### config.mk
export PLATFORM = sky130hd
export DESIGN_NAME = pin_function_mux
export DESIGN_NICKNAME = d
export VERILOG_FILES = /design/src/rtl/pin_function_mux_pkg.sv /design/src/rtl/pin_function_mux.sv
export SDC_FILE = /design/constraint.sdc
export NUM_CORES = 1
export LEC_CHECK = 0
export BUFFER_PORTS_ARGS = -buffer_cell sky130_fd_sc_hd__buf_2
export CAP_MARGIN = 10
export CORE_MARGIN = 3
export CORE_UTILIZATION = 56
export DETAILED_ROUTE_END_ITERATION = 12
export PLACE_DENSITY_LB_ADDON = 0.05
export SLEW_MARGIN = 15
export SYNTH_ARGS = -nofsm -noshare
export SYNTH_HDL_FRONTEND = slang
export SYNTH_SLANG_ARGS = --single-unit
### constraint.sdc
create_clock -name ref_clk -period 5.9 [get_ports ref_clk]
set_input_delay 1.18 -clock ref_clk [delete_from_list [all_inputs] [get_ports ref_clk]]
set_output_delay 1.18 -clock ref_clk [all_outputs]
set_load 0.005 [all_outputs]
### src/rtl/pin_function_mux_pkg.sv
// package for the pin function multiplexer: register map, function codes, carriers
// assumes one byte-wide register port and pins of ports 1 to 5 in a flat index
package pin_function_mux_pkg;

   // pin numbering: port1 0-7, port2 8-15, port3 16-23, port4 24-31, port5 32-38
   localparam int N_PINS = 39;
   localparam int N_REGS = 10;
   localparam int FIELD_W = 2;
   localparam int PINS_PER_REG = 4;

   // register offsets, one byte each
   localparam logic [15:0] PORT1_LOW_PIN_FUNCTION_OFS = 16'h52a2;
   localparam logic [15:0] PORT1_HIGH_PIN_FUNCTION_OFS = 16'h52a3;
   localparam logic [15:0] PORT2_LOW_PIN_FUNCTION_OFS = 16'h52a4;
   localparam logic [15:0] PORT2_HIGH_PIN_FUNCTION_OFS = 16'h52a5;
   localparam logic [15:0] PORT3_LOW_PIN_FUNCTION_OFS = 16'h52a6;
   localparam logic [15:0] PORT3_HIGH_PIN_FUNCTION_OFS = 16'h52a7;
   localparam logic [15:0] PORT4_LOW_PIN_FUNCTION_OFS = 16'h52a8;
   localparam logic [15:0] PORT4_HIGH_PIN_FUNCTION_OFS = 16'h52a9;
   localparam logic [15:0] PORT5_LOW_PIN_FUNCTION_OFS = 16'h52aa;
   localparam logic [15:0] PORT5_HIGH_PIN_FUNCTION_AND_CLOCK_SOURCE_OFS = 16'h52ab;

   // reset values and field layout
   localparam logic [7:0] PIN_FUNCTION_RESET = 8'h00;
   localparam logic [7:0] READ_IDLE = 8'h00;
   localparam int EXT_CLK6_PIN_SEL_BIT = 7;
   localparam int EXT_CLK5_PIN_SEL_BIT = 6;
   localparam logic [1:0] CODE_PORT = 2'h0;

   // pins that can feed the external count clocks
   localparam int PIN_P36 = 22;
   localparam int PIN_P37 = 23;
   localparam int PIN_P47 = 31;
   localparam int PIN_P50 = 32;

   // functions a pin can carry; fn_port is plain general-purpose use
   typedef enum logic [5:0] {
      FN_PORT, FN_ANALOG_INPUT_CH4, FN_ANALOG_INPUT_CH5, FN_ANALOG_INPUT_CH6,
      FN_ANALOG_INPUT_CH7, FN_SERIAL_TX_CH1, FN_SERIAL_RX_CH1, FN_SERIAL_CLK_CH1,
      FN_RFC_INPUT_CH0, FN_RFC_INPUT_CH1, FN_RFC_REFERENCE_CH0, FN_RFC_REFERENCE_CH1,
      FN_RFC_SENSOR_A_CH0, FN_RFC_SENSOR_A_CH1, FN_RFC_SENSOR_B_CH1,
      FN_TWI_CLOCK_CH0, FN_TWI_CLOCK_CH1, FN_TWI_DATA_CH0, FN_TWI_DATA_CH1,
      FN_PWM_A_CH5_PIN, FN_PWM_B_CH5_PIN, FN_PWM_A_CH6_PIN, FN_PWM_B_CH6_PIN,
      FN_TIMER8_OUT_CH3, FN_TIMER8_OUT_INV_CH3, FN_TIMER8_OUT_CH4, FN_LCD_FRAME_OUT,
      FN_RFC_CLOCK_OUT_A, FN_RFC_CLOCK_OUT_B, FN_MISC_LOW_ACTIVE_OUT, FN_OSC1_CLOCK_OUT,
      FN_HS_CLOCK_OUT, FN_DEBUG_CLOCK, FN_DEBUG_STATUS, FN_DEBUG_SERIAL_IO
   } func_t;
   localparam int N_FUNCS = 35;

   // drive towards pins, one bit per pin
   typedef struct packed {
      logic [N_PINS-1:0] out;
      logic [N_PINS-1:0] oe;
   } pin_drive_t;

   // drive from peripherals, one bit per function code
   typedef struct packed {
      logic [N_FUNCS-1:0] out;
      logic [N_FUNCS-1:0] oe;
   } func_drive_t;

   // register port request
   typedef struct packed {
      logic [15:0] addr;
      logic [7:0] wdata;
      logic wr;
      logic rd;
   } reg_req_t;

endpackage

### src/rtl/pin_function_mux.sv
// pin function multiplexer for ports 1 to 5 with its ten select registers
// assumes register strobes and peripheral drives are synchronous to ref_clk; pads are not
//
// Strobed register access was decided locally.
`timescale 1ns/100ps

// Notes on behaviour
// - each pin has a 2-bit select field, four per byte, reset to port use.
// - port1 pin3 code 2 gives analog input 7; other nonzero codes reserved.
// - port1 pins 4-6 code 2 give analog inputs 6, 5, 4; rest reserved.
// - port2 pins 0-3 have no alternate function; codes 1 to 3 reserved.
// - port2 pins 4-7 code 1 give serial tx and rfc lines; pin7 code 2 rfc input 1.
// - port3 pins 3 and 2 carry twi clock, twi data, rfc sensor and pwm lines.
// - port3 pins 1 and 0 carry twi clock, rfc sensor, pwm, serial rx, rfc reference.
// - port3 pins 7 and 6 carry timer outputs, lcd frame, rfc clock; code 0 adds ext clock.
// - port3 pin5 gives osc1 clock or low-active output; pin4 twi data or pwm.
// - pwm choices and external clock inputs exist only with the extra timer channels.
// - port4 pins 0-3 code 1 give high-speed clock out and debug lines.
// - port4 pins 4-7 code 1 give twi clock, twi data, rfc clock b, timer out 4.
// - port5 pins 0-3 give serial ch1 lines, low-active output, pwm ch5 lines.
// - port5 pins 4-6 give lcd frame (code 1), pwm ch6 a and b (code 2).
// - top two bits of last register pick pins for external count clocks 6 and 5.
module pin_function_mux #(
   parameter bit HAS_EXTRA_TIMER = 1'b1
) (
   // clock and reset
   input wire logic ref_clk,
   input wire logic rst_n,
   // register port
   input wire pin_function_mux_pkg::reg_req_t bus_req,
   output logic [7:0] bus_rdata,
   // general-purpose port side
   input wire pin_function_mux_pkg::pin_drive_t gpio_drive,
   output logic [pin_function_mux_pkg::N_PINS-1:0] gpio_in,
   // peripheral side
   input wire pin_function_mux_pkg::func_drive_t periph_drive,
   output logic [pin_function_mux_pkg::N_FUNCS-1:0] periph_in,
   output logic [pin_function_mux_pkg::N_FUNCS-1:0] periph_routed,
   output logic ext_count_clk_ch5,
   output logic ext_count_clk_ch6,
   // pads
   input wire logic [pin_function_mux_pkg::N_PINS-1:0] pad_in,
   output pin_function_mux_pkg::pin_drive_t pad_drive
);
   import pin_function_mux_pkg::*;

   // function per pin and per code; reserved codes map to port use
   localparam func_t FUNC_MAP [N_PINS][4] = '{
      '{FN_PORT, FN_PORT, FN_PORT, FN_PORT},                              // p10
      '{FN_PORT, FN_PORT, FN_PORT, FN_PORT},                              // p11
      '{FN_PORT, FN_PORT, FN_PORT, FN_PORT},                              // p12
      '{FN_PORT, FN_PORT, FN_ANALOG_INPUT_CH7, FN_PORT},                  // p13
      '{FN_PORT, FN_PORT, FN_ANALOG_INPUT_CH6, FN_PORT},                  // p14
      '{FN_PORT, FN_PORT, FN_ANALOG_INPUT_CH5, FN_PORT},                  // p15
      '{FN_PORT, FN_PORT, FN_ANALOG_INPUT_CH4, FN_PORT},                  // p16
      '{FN_PORT, FN_PORT, FN_PORT, FN_PORT},                              // p17
      '{FN_PORT, FN_PORT, FN_PORT, FN_PORT},                              // p20
      '{FN_PORT, FN_PORT, FN_PORT, FN_PORT},                              // p21
      '{FN_PORT, FN_PORT, FN_PORT, FN_PORT},                              // p22
      '{FN_PORT, FN_PORT, FN_PORT, FN_PORT},                              // p23
      '{FN_PORT, FN_RFC_SENSOR_A_CH0, FN_PORT, FN_PORT},                  // p24
      '{FN_PORT, FN_RFC_REFERENCE_CH0, FN_PORT, FN_PORT},                 // p25
      '{FN_PORT, FN_RFC_INPUT_CH0, FN_PORT, FN_PORT},                     // p26
      '{FN_PORT, FN_SERIAL_TX_CH1, FN_RFC_INPUT_CH1, FN_PORT},            // p27
      '{FN_PORT, FN_SERIAL_RX_CH1, FN_RFC_REFERENCE_CH1, FN_PORT},        // p30
      '{FN_PORT, FN_TWI_CLOCK_CH0, FN_RFC_SENSOR_A_CH1, FN_PWM_A_CH5_PIN}, // p31
      '{FN_PORT, FN_TWI_DATA_CH0, FN_RFC_SENSOR_B_CH1, FN_PWM_B_CH5_PIN}, // p32
      '{FN_PORT, FN_TWI_CLOCK_CH1, FN_TWI_CLOCK_CH0, FN_PWM_A_CH6_PIN},   // p33
      '{FN_PORT, FN_TWI_DATA_CH1, FN_TWI_DATA_CH0, FN_PWM_B_CH6_PIN},     // p34
      '{FN_PORT, FN_OSC1_CLOCK_OUT, FN_MISC_LOW_ACTIVE_OUT, FN_PORT},     // p35
      '{FN_PORT, FN_TIMER8_OUT_CH3, FN_RFC_CLOCK_OUT_A, FN_PORT},         // p36
      '{FN_PORT, FN_TIMER8_OUT_INV_CH3, FN_LCD_FRAME_OUT, FN_TIMER8_OUT_CH4}, // p37
      '{FN_PORT, FN_HS_CLOCK_OUT, FN_PORT, FN_PORT},                      // p40
      '{FN_PORT, FN_DEBUG_SERIAL_IO, FN_PORT, FN_PORT},                   // p41
      '{FN_PORT, FN_DEBUG_STATUS, FN_PORT, FN_PORT},                      // p42
      '{FN_PORT, FN_DEBUG_CLOCK, FN_PORT, FN_PORT},                       // p43
      '{FN_PORT, FN_TWI_CLOCK_CH1, FN_PORT, FN_PORT},                     // p44
      '{FN_PORT, FN_TWI_DATA_CH1, FN_PORT, FN_PORT},                      // p45
      '{FN_PORT, FN_RFC_CLOCK_OUT_B, FN_PORT, FN_PORT},                   // p46
      '{FN_PORT, FN_TIMER8_OUT_CH4, FN_PORT, FN_PORT},                    // p47
      '{FN_PORT, FN_SERIAL_CLK_CH1, FN_PORT, FN_PORT},                    // p50
      '{FN_PORT, FN_SERIAL_TX_CH1, FN_PWM_A_CH5_PIN, FN_PORT},            // p51
      '{FN_PORT, FN_SERIAL_RX_CH1, FN_PWM_B_CH5_PIN, FN_PORT},            // p52
      '{FN_PORT, FN_MISC_LOW_ACTIVE_OUT, FN_PORT, FN_PORT},               // p53
      '{FN_PORT, FN_LCD_FRAME_OUT, FN_PORT, FN_PORT},                     // p54
      '{FN_PORT, FN_PORT, FN_PWM_A_CH6_PIN, FN_PORT},                     // p55
      '{FN_PORT, FN_PORT, FN_PWM_B_CH6_PIN, FN_PORT}                      // p56
   };

   // select registers and pad synchroniser
   logic [7:0] sel_reg [N_REGS];
   logic [N_PINS-1:0] pad_meta;
   logic [N_PINS-1:0] pad_sync;

   // register decode
   wire logic [15:0] reg_offset = bus_req.addr - PORT1_LOW_PIN_FUNCTION_OFS;
   wire logic reg_hit = (bus_req.addr >= PORT1_LOW_PIN_FUNCTION_OFS) &&
                        (bus_req.addr <= PORT5_HIGH_PIN_FUNCTION_AND_CLOCK_SOURCE_OFS);
   wire logic [3:0] reg_idx = reg_offset[3:0];
   wire logic [7:0] next_bus_rdata = (bus_req.rd && reg_hit) ? sel_reg[reg_idx] : READ_IDLE;

   // clock source selects live in the top two bits of the last register
   wire logic [7:0] last_reg = sel_reg[N_REGS-1];
   wire logic ext_clk6_pin_sel = last_reg[EXT_CLK6_PIN_SEL_BIT];
   wire logic ext_clk5_pin_sel = last_reg[EXT_CLK5_PIN_SEL_BIT];

   // per-pin function after reserved and model gating
   func_t pin_fn [N_PINS];
   logic [FIELD_W-1:0] pin_code [N_PINS];
   logic [N_PINS-1:0] next_pad_out;
   logic [N_PINS-1:0] next_pad_oe;

   for (genvar p = 0; p < N_PINS; p++) begin : g_pin
      wire func_t raw_fn;
      wire logic is_pwm;
      // field position follows the pin's place within its register
      assign pin_code[p] = sel_reg[p / PINS_PER_REG][FIELD_W*(p % PINS_PER_REG) +: FIELD_W];
      assign raw_fn = FUNC_MAP[p][pin_code[p]];
      assign is_pwm = (raw_fn == FN_PWM_A_CH5_PIN) || (raw_fn == FN_PWM_B_CH5_PIN) ||
                      (raw_fn == FN_PWM_A_CH6_PIN) || (raw_fn == FN_PWM_B_CH6_PIN);
      // without the extra timer channels the pwm choices fall back to port
      assign pin_fn[p] = (is_pwm && !HAS_EXTRA_TIMER) ? FN_PORT : raw_fn;
      // port use takes the gpio drive, anything else the chosen peripheral
      assign next_pad_out[p] = (pin_fn[p] == FN_PORT) ? gpio_drive.out[p] :
                               periph_drive.out[pin_fn[p]];
      assign next_pad_oe[p] = (pin_fn[p] == FN_PORT) ? gpio_drive.oe[p] :
                              periph_drive.oe[pin_fn[p]];
   end

   // per-function input gather; a function on two pins sees the or of both
   logic [N_FUNCS-1:0] next_periph_in;
   logic [N_FUNCS-1:0] next_periph_routed;

   for (genvar f = 0; f < N_FUNCS; f++) begin : g_func
      logic [N_PINS-1:0] on_pin;
      for (genvar p = 0; p < N_PINS; p++) begin : g_hit
         assign on_pin[p] = (pin_fn[p] == func_t'(f));
      end
      assign next_periph_in[f] = |(on_pin & pad_sync);
      assign next_periph_routed[f] = |on_pin;
   end

   // external count clocks: only taken from a pin left on port use
   wire logic clk6_src_pin = ext_clk6_pin_sel ? pad_sync[PIN_P50] : pad_sync[PIN_P37];
   wire logic clk6_src_port = ext_clk6_pin_sel ? (pin_code[PIN_P50] == CODE_PORT) :
                                                 (pin_code[PIN_P37] == CODE_PORT);
   wire logic clk5_src_pin = ext_clk5_pin_sel ? pad_sync[PIN_P47] : pad_sync[PIN_P36];
   wire logic clk5_src_port = ext_clk5_pin_sel ? (pin_code[PIN_P47] == CODE_PORT) :
                                                 (pin_code[PIN_P36] == CODE_PORT);
   // software picks the right select bit; hardware just follows it
   wire logic next_ext6 = HAS_EXTRA_TIMER && clk6_src_port && clk6_src_pin;
   wire logic next_ext5 = HAS_EXTRA_TIMER && clk5_src_port && clk5_src_pin;

   // register writes, byte wide, every bit defined
   always_ff @(posedge ref_clk) begin
      for (int i = 0; i < N_REGS; i++) begin
         if (!rst_n) begin
            sel_reg[i] <= PIN_FUNCTION_RESET;
         end else if (bus_req.wr && reg_hit && (reg_idx == 4'(i))) begin
            sel_reg[i] <= bus_req.wdata;
         end
      end
   end

   // two-flop pad synchroniser; the first stage feeds only the second
   always_ff @(posedge ref_clk) begin
      if (!rst_n) begin
         pad_meta <= '0;
         pad_sync <= '0;
      end else begin
         pad_meta <= pad_in;
         pad_sync <= pad_meta;
      end
   end

   // registered outputs; one cycle added so every output leaves a flip-flop
   always_ff @(posedge ref_clk) begin
      if (!rst_n) begin
         bus_rdata <= READ_IDLE;
         pad_drive <= '0;
         gpio_in <= '0;
         periph_in <= '0;
         periph_routed <= '0;
         ext_count_clk_ch5 <= 1'b0;
         ext_count_clk_ch6 <= 1'b0;
      end else begin
         bus_rdata <= next_bus_rdata;
         pad_drive.out <= next_pad_out;
         pad_drive.oe <= next_pad_oe;
         gpio_in <= pad_sync;
         periph_in <= next_periph_in;
         periph_routed <= next_periph_routed;
         ext_count_clk_ch5 <= next_ext5;
         ext_count_clk_ch6 <= next_ext6;
      end
   end

endmodule

==> flow_metrics.py <==
metrics = {
    "sta": {
        "fin_crit_sh": 0.6691,
        "maxSlewHeadroom": 0.2395,
        "fin_hold_ws_ns": 0.4321,
        "fin_crit_ns": 3.948,
        "tightest_slew_ns": 1.129,
        "drv_slew": 0,
        "setup_tns_ns": 0,
        "rsz0062_at_grt": "false",
        "skew_ns": 0.02257,
        "hold_violations": 0,
        "setup_viol": 0,
        "fmax_mhz": 253.3,
    },
    "routing": {
        "viasPerCell": 5.783,
        "drtIter0Drc": 1295,
        "drtPass1Iterations": 8,
        "vias": 11510,
        "wl_per_cell_um": 24.06,
        "wl_mm": 47.89,
        "antenna_left": 0,
        "drc_errors": 0,
    },
    "worst_setup_path": {
        "slowest_delay_ns": 0.95,
        "cp_num_buf_inv": 2,
        "cp.depth": 6,
        "endpoint_kind": "register",
        "cp_max_fo": 23,
        "path_cells": "buf_2 > inv_1 > ha_1 > nor2b_1 > nand2_2 > o21ai_0",
        "r2r-start": "sel_reg[5][0]",
        "r2r_slack_ns": 3.36,
        "cp.required_ns": 6.03,
        "startpoint_type": "primary input",
        "crit_slowest_cell": "o21ai_0",
        "crit_end": "sel_reg[4][5]",
        "critical-path-top-delay-family": "compound AO/OA/AOI/OAI gates",
        "timing.rr.end": "pad_drive[20]",
        "startpoint": "bus_req[11]",
        "reg2regPathDepth": 6,
        "cp_data_arrival_time_ns": 4.07,
        "crit_type": "primary input to register",
    },
    "logic_synthesis": {
        "synth_area_sq_mm": 0.01419,
        "synth_area_per_cell_sq_um": 11.23,
        "yosys_warnings": 0,
        "synth_ff_type": "dfxtp_1",
        "async_flop_share": 0,
        "synth_edf_count": 80,
        "ys_seq_area_frac": 0.5573,
        "synth_cell_types": 59,
        "syn_inst": 1264,
        "syn_nets": 1520,
        "synth_seq_cells": 355,
    },
    "finish": {
        "final_cell_mix": "buf_2 (410), dfxtp_1 (275), and2_1 (133)",
        "nNetsFinal": 1890,
        "drive_gt1_frac": 0.3183,
        "largest_reg_flops": 80,
        "final_core_util": 0.7127,
        "fillCellCount": 1874,
        "layout_commonest_cell": "buf_2",
        "synthToLayoutAreaGrowth_pct": 23.60,
    },
    "pwr": {
        "p_per_area_mw_per_mm2": 314.1,
        "p_leak_nw": 7.829,
        "vdd_drop_max_mv": 0.2812,
    },
    "clocking": {
        "cts_sinks": 355,
        "htreeDepth": 2,
        "post-cts-setup-buffer-count": 0,
        "clock-root-buffer": "clkbuf_16",
        "cts_buffer_depth": 3,
        "cts_resized": 0,
        "clk_pin_slew_ns": 0.06,
        "cts_buffers": 35,
        "cts_tree": "yes",
        "insertion_delay_ns": 0.53,
        "holdBufCountCts": 0,
    },
    "outcome": {
        "status": "complete, no violations",
    },
    "global_route": {
        "grt_max_degree": 92,
        "grt_first_pass_wirelength_mm": 67.25,
        "grt_pass1_vias": 10790,
        "track_usage": 0.3365,
        "overflow": 0,
        "antenna_found_initial": 7,
    },
    "placement": {
        "gp_congestion": 0.9841,
        "hpwl_mm": 36.73,
        "io_buffers": 411,
    },
    "floorplan": {
        "core_sq_mm": 0.02460,
        "initial_core_util": 0.5767,
        "num_rows": 57,
        "chipHeight_um": 165.2,
        "io_pins": 412,
        "dieWidth_um": 165.2,
        "dieArea_sq_mm": 0.02728,
    },
    "min_path": {
        "hold_class": "register to register",
    },
    "run": {
        "drv_cap": 0,
    },
}
## synthesized netlist by cell type (all sizes together), types with 7 or more instances
cell / count / area [sq um]
nand2: 68 / 257.8
mux2i: 74 / 740.7
nand2b: 21 / 131.4
nor2: 128 / 480.5
mux4: 40 / 900.9
buf: 18 / 108.9
nor2b: 24 / 150.1
a22oi: 11 / 82.58
nand3b: 8 / 63.81
and2: 135 / 844.6
dfxtp: 275 / 5505
a32oi: 12 / 105.1
inv: 35 / 131.4
nor3: 40 / 211.5
a21oi: 37 / 185.2
o21ai: 13 / 65.06
nand4: 16 / 121.4
a211oi: 18 / 135.1
a31oi: 16 / 100.1
ha: 41 / 513.0
clkbuf: 66 / 251.5
a221oi: 7 / 61.31
nand3: 36 / 197.7
edfxtp: 80 / 2402
## layer usage
metal,wire (um),vias to the layer above,global-route usage
met5,0,-,0
met4,2778,0,0.1860
met3,4392,155,0.05862
met2,24000,694,0.5785
met1,16720,5481,0.3998
li1,-,5179,-
## final cells by class
cell class,instances,area [sq um],area share
Clock inverter,15,135.1,0.007706
Timing Repair Buffer,417,2105,0.1200
Inverter,35,132.6,0.007563
Multi-Input combinational cell,790,5789,0.3301
Sequential cell,355,7908,0.4509
Antenna cell,7,17.52,0.0009989
Clock buffer,47,1045,0.05957
Tap cell,324,405.4,0.02312
## kinds of logic (layout without fill, tap and decap cells)
| family | count (synthesis) | count (layout) | share of synthesized area |
|---|---|---|---|
| AOI/OAI and AO/OA | 141 | 141 | 0.06958 |
| xor gates and xnor gates | 1 | 1 | 0.001940 |
| adders and majority gates | 41 | 41 | 0.03616 |
| buffers and inverters | 119 | 514 | 0.03466 |
| DFF | 355 | 355 | 0.5573 |
| muxes | 114 | 114 | 0.1157 |
| other | 0 | 7 | 0 |
| and+or+nand+nor | 493 | 493 | 0.1847 |
## how the worst min path moves through the flow
stage          slack [ns]          from      endpoint  cells after the start
6_report             0.43  pad_meta[34]  pad_sync[34]                      1
5_1_grt              0.45   pad_meta[9]   pad_sync[9]                      1
4_1_cts              0.43  pad_meta[18]  pad_sync[18]                      1
3_5_place_dp         0.42  pad_meta[32]  pad_sync[32]                      1
3_3_place_gp         0.42   pad_meta[1]   pad_sync[1]                      1
2_1_floorplan        0.41   pad_meta[0]   pad_sync[0]                      1
## per-stage QoR
step                      setup WS (ns)  power, mW  cell area [sq um]  instances
after floorplan                   2.325      2.999              14190       1264
after global placement            1.616      3.270              16340       1921
after detailed placement          1.467      3.281              16340       1921
after CTS                         1.972      5.508              17520       1983
after global routing              1.700      5.672              17540       1990
final                             1.952      5.508              17540       1990
## power by group
part | internal [mW] | total, mW | switching, mW
Sequential | 2.60 | 2.67 | 0.0688
Combinational | 0.247 | 0.572 | 0.324
Clock | 1.33 | 2.27 | 0.934
No activity file was read; power rests on OpenSTA's default activity.
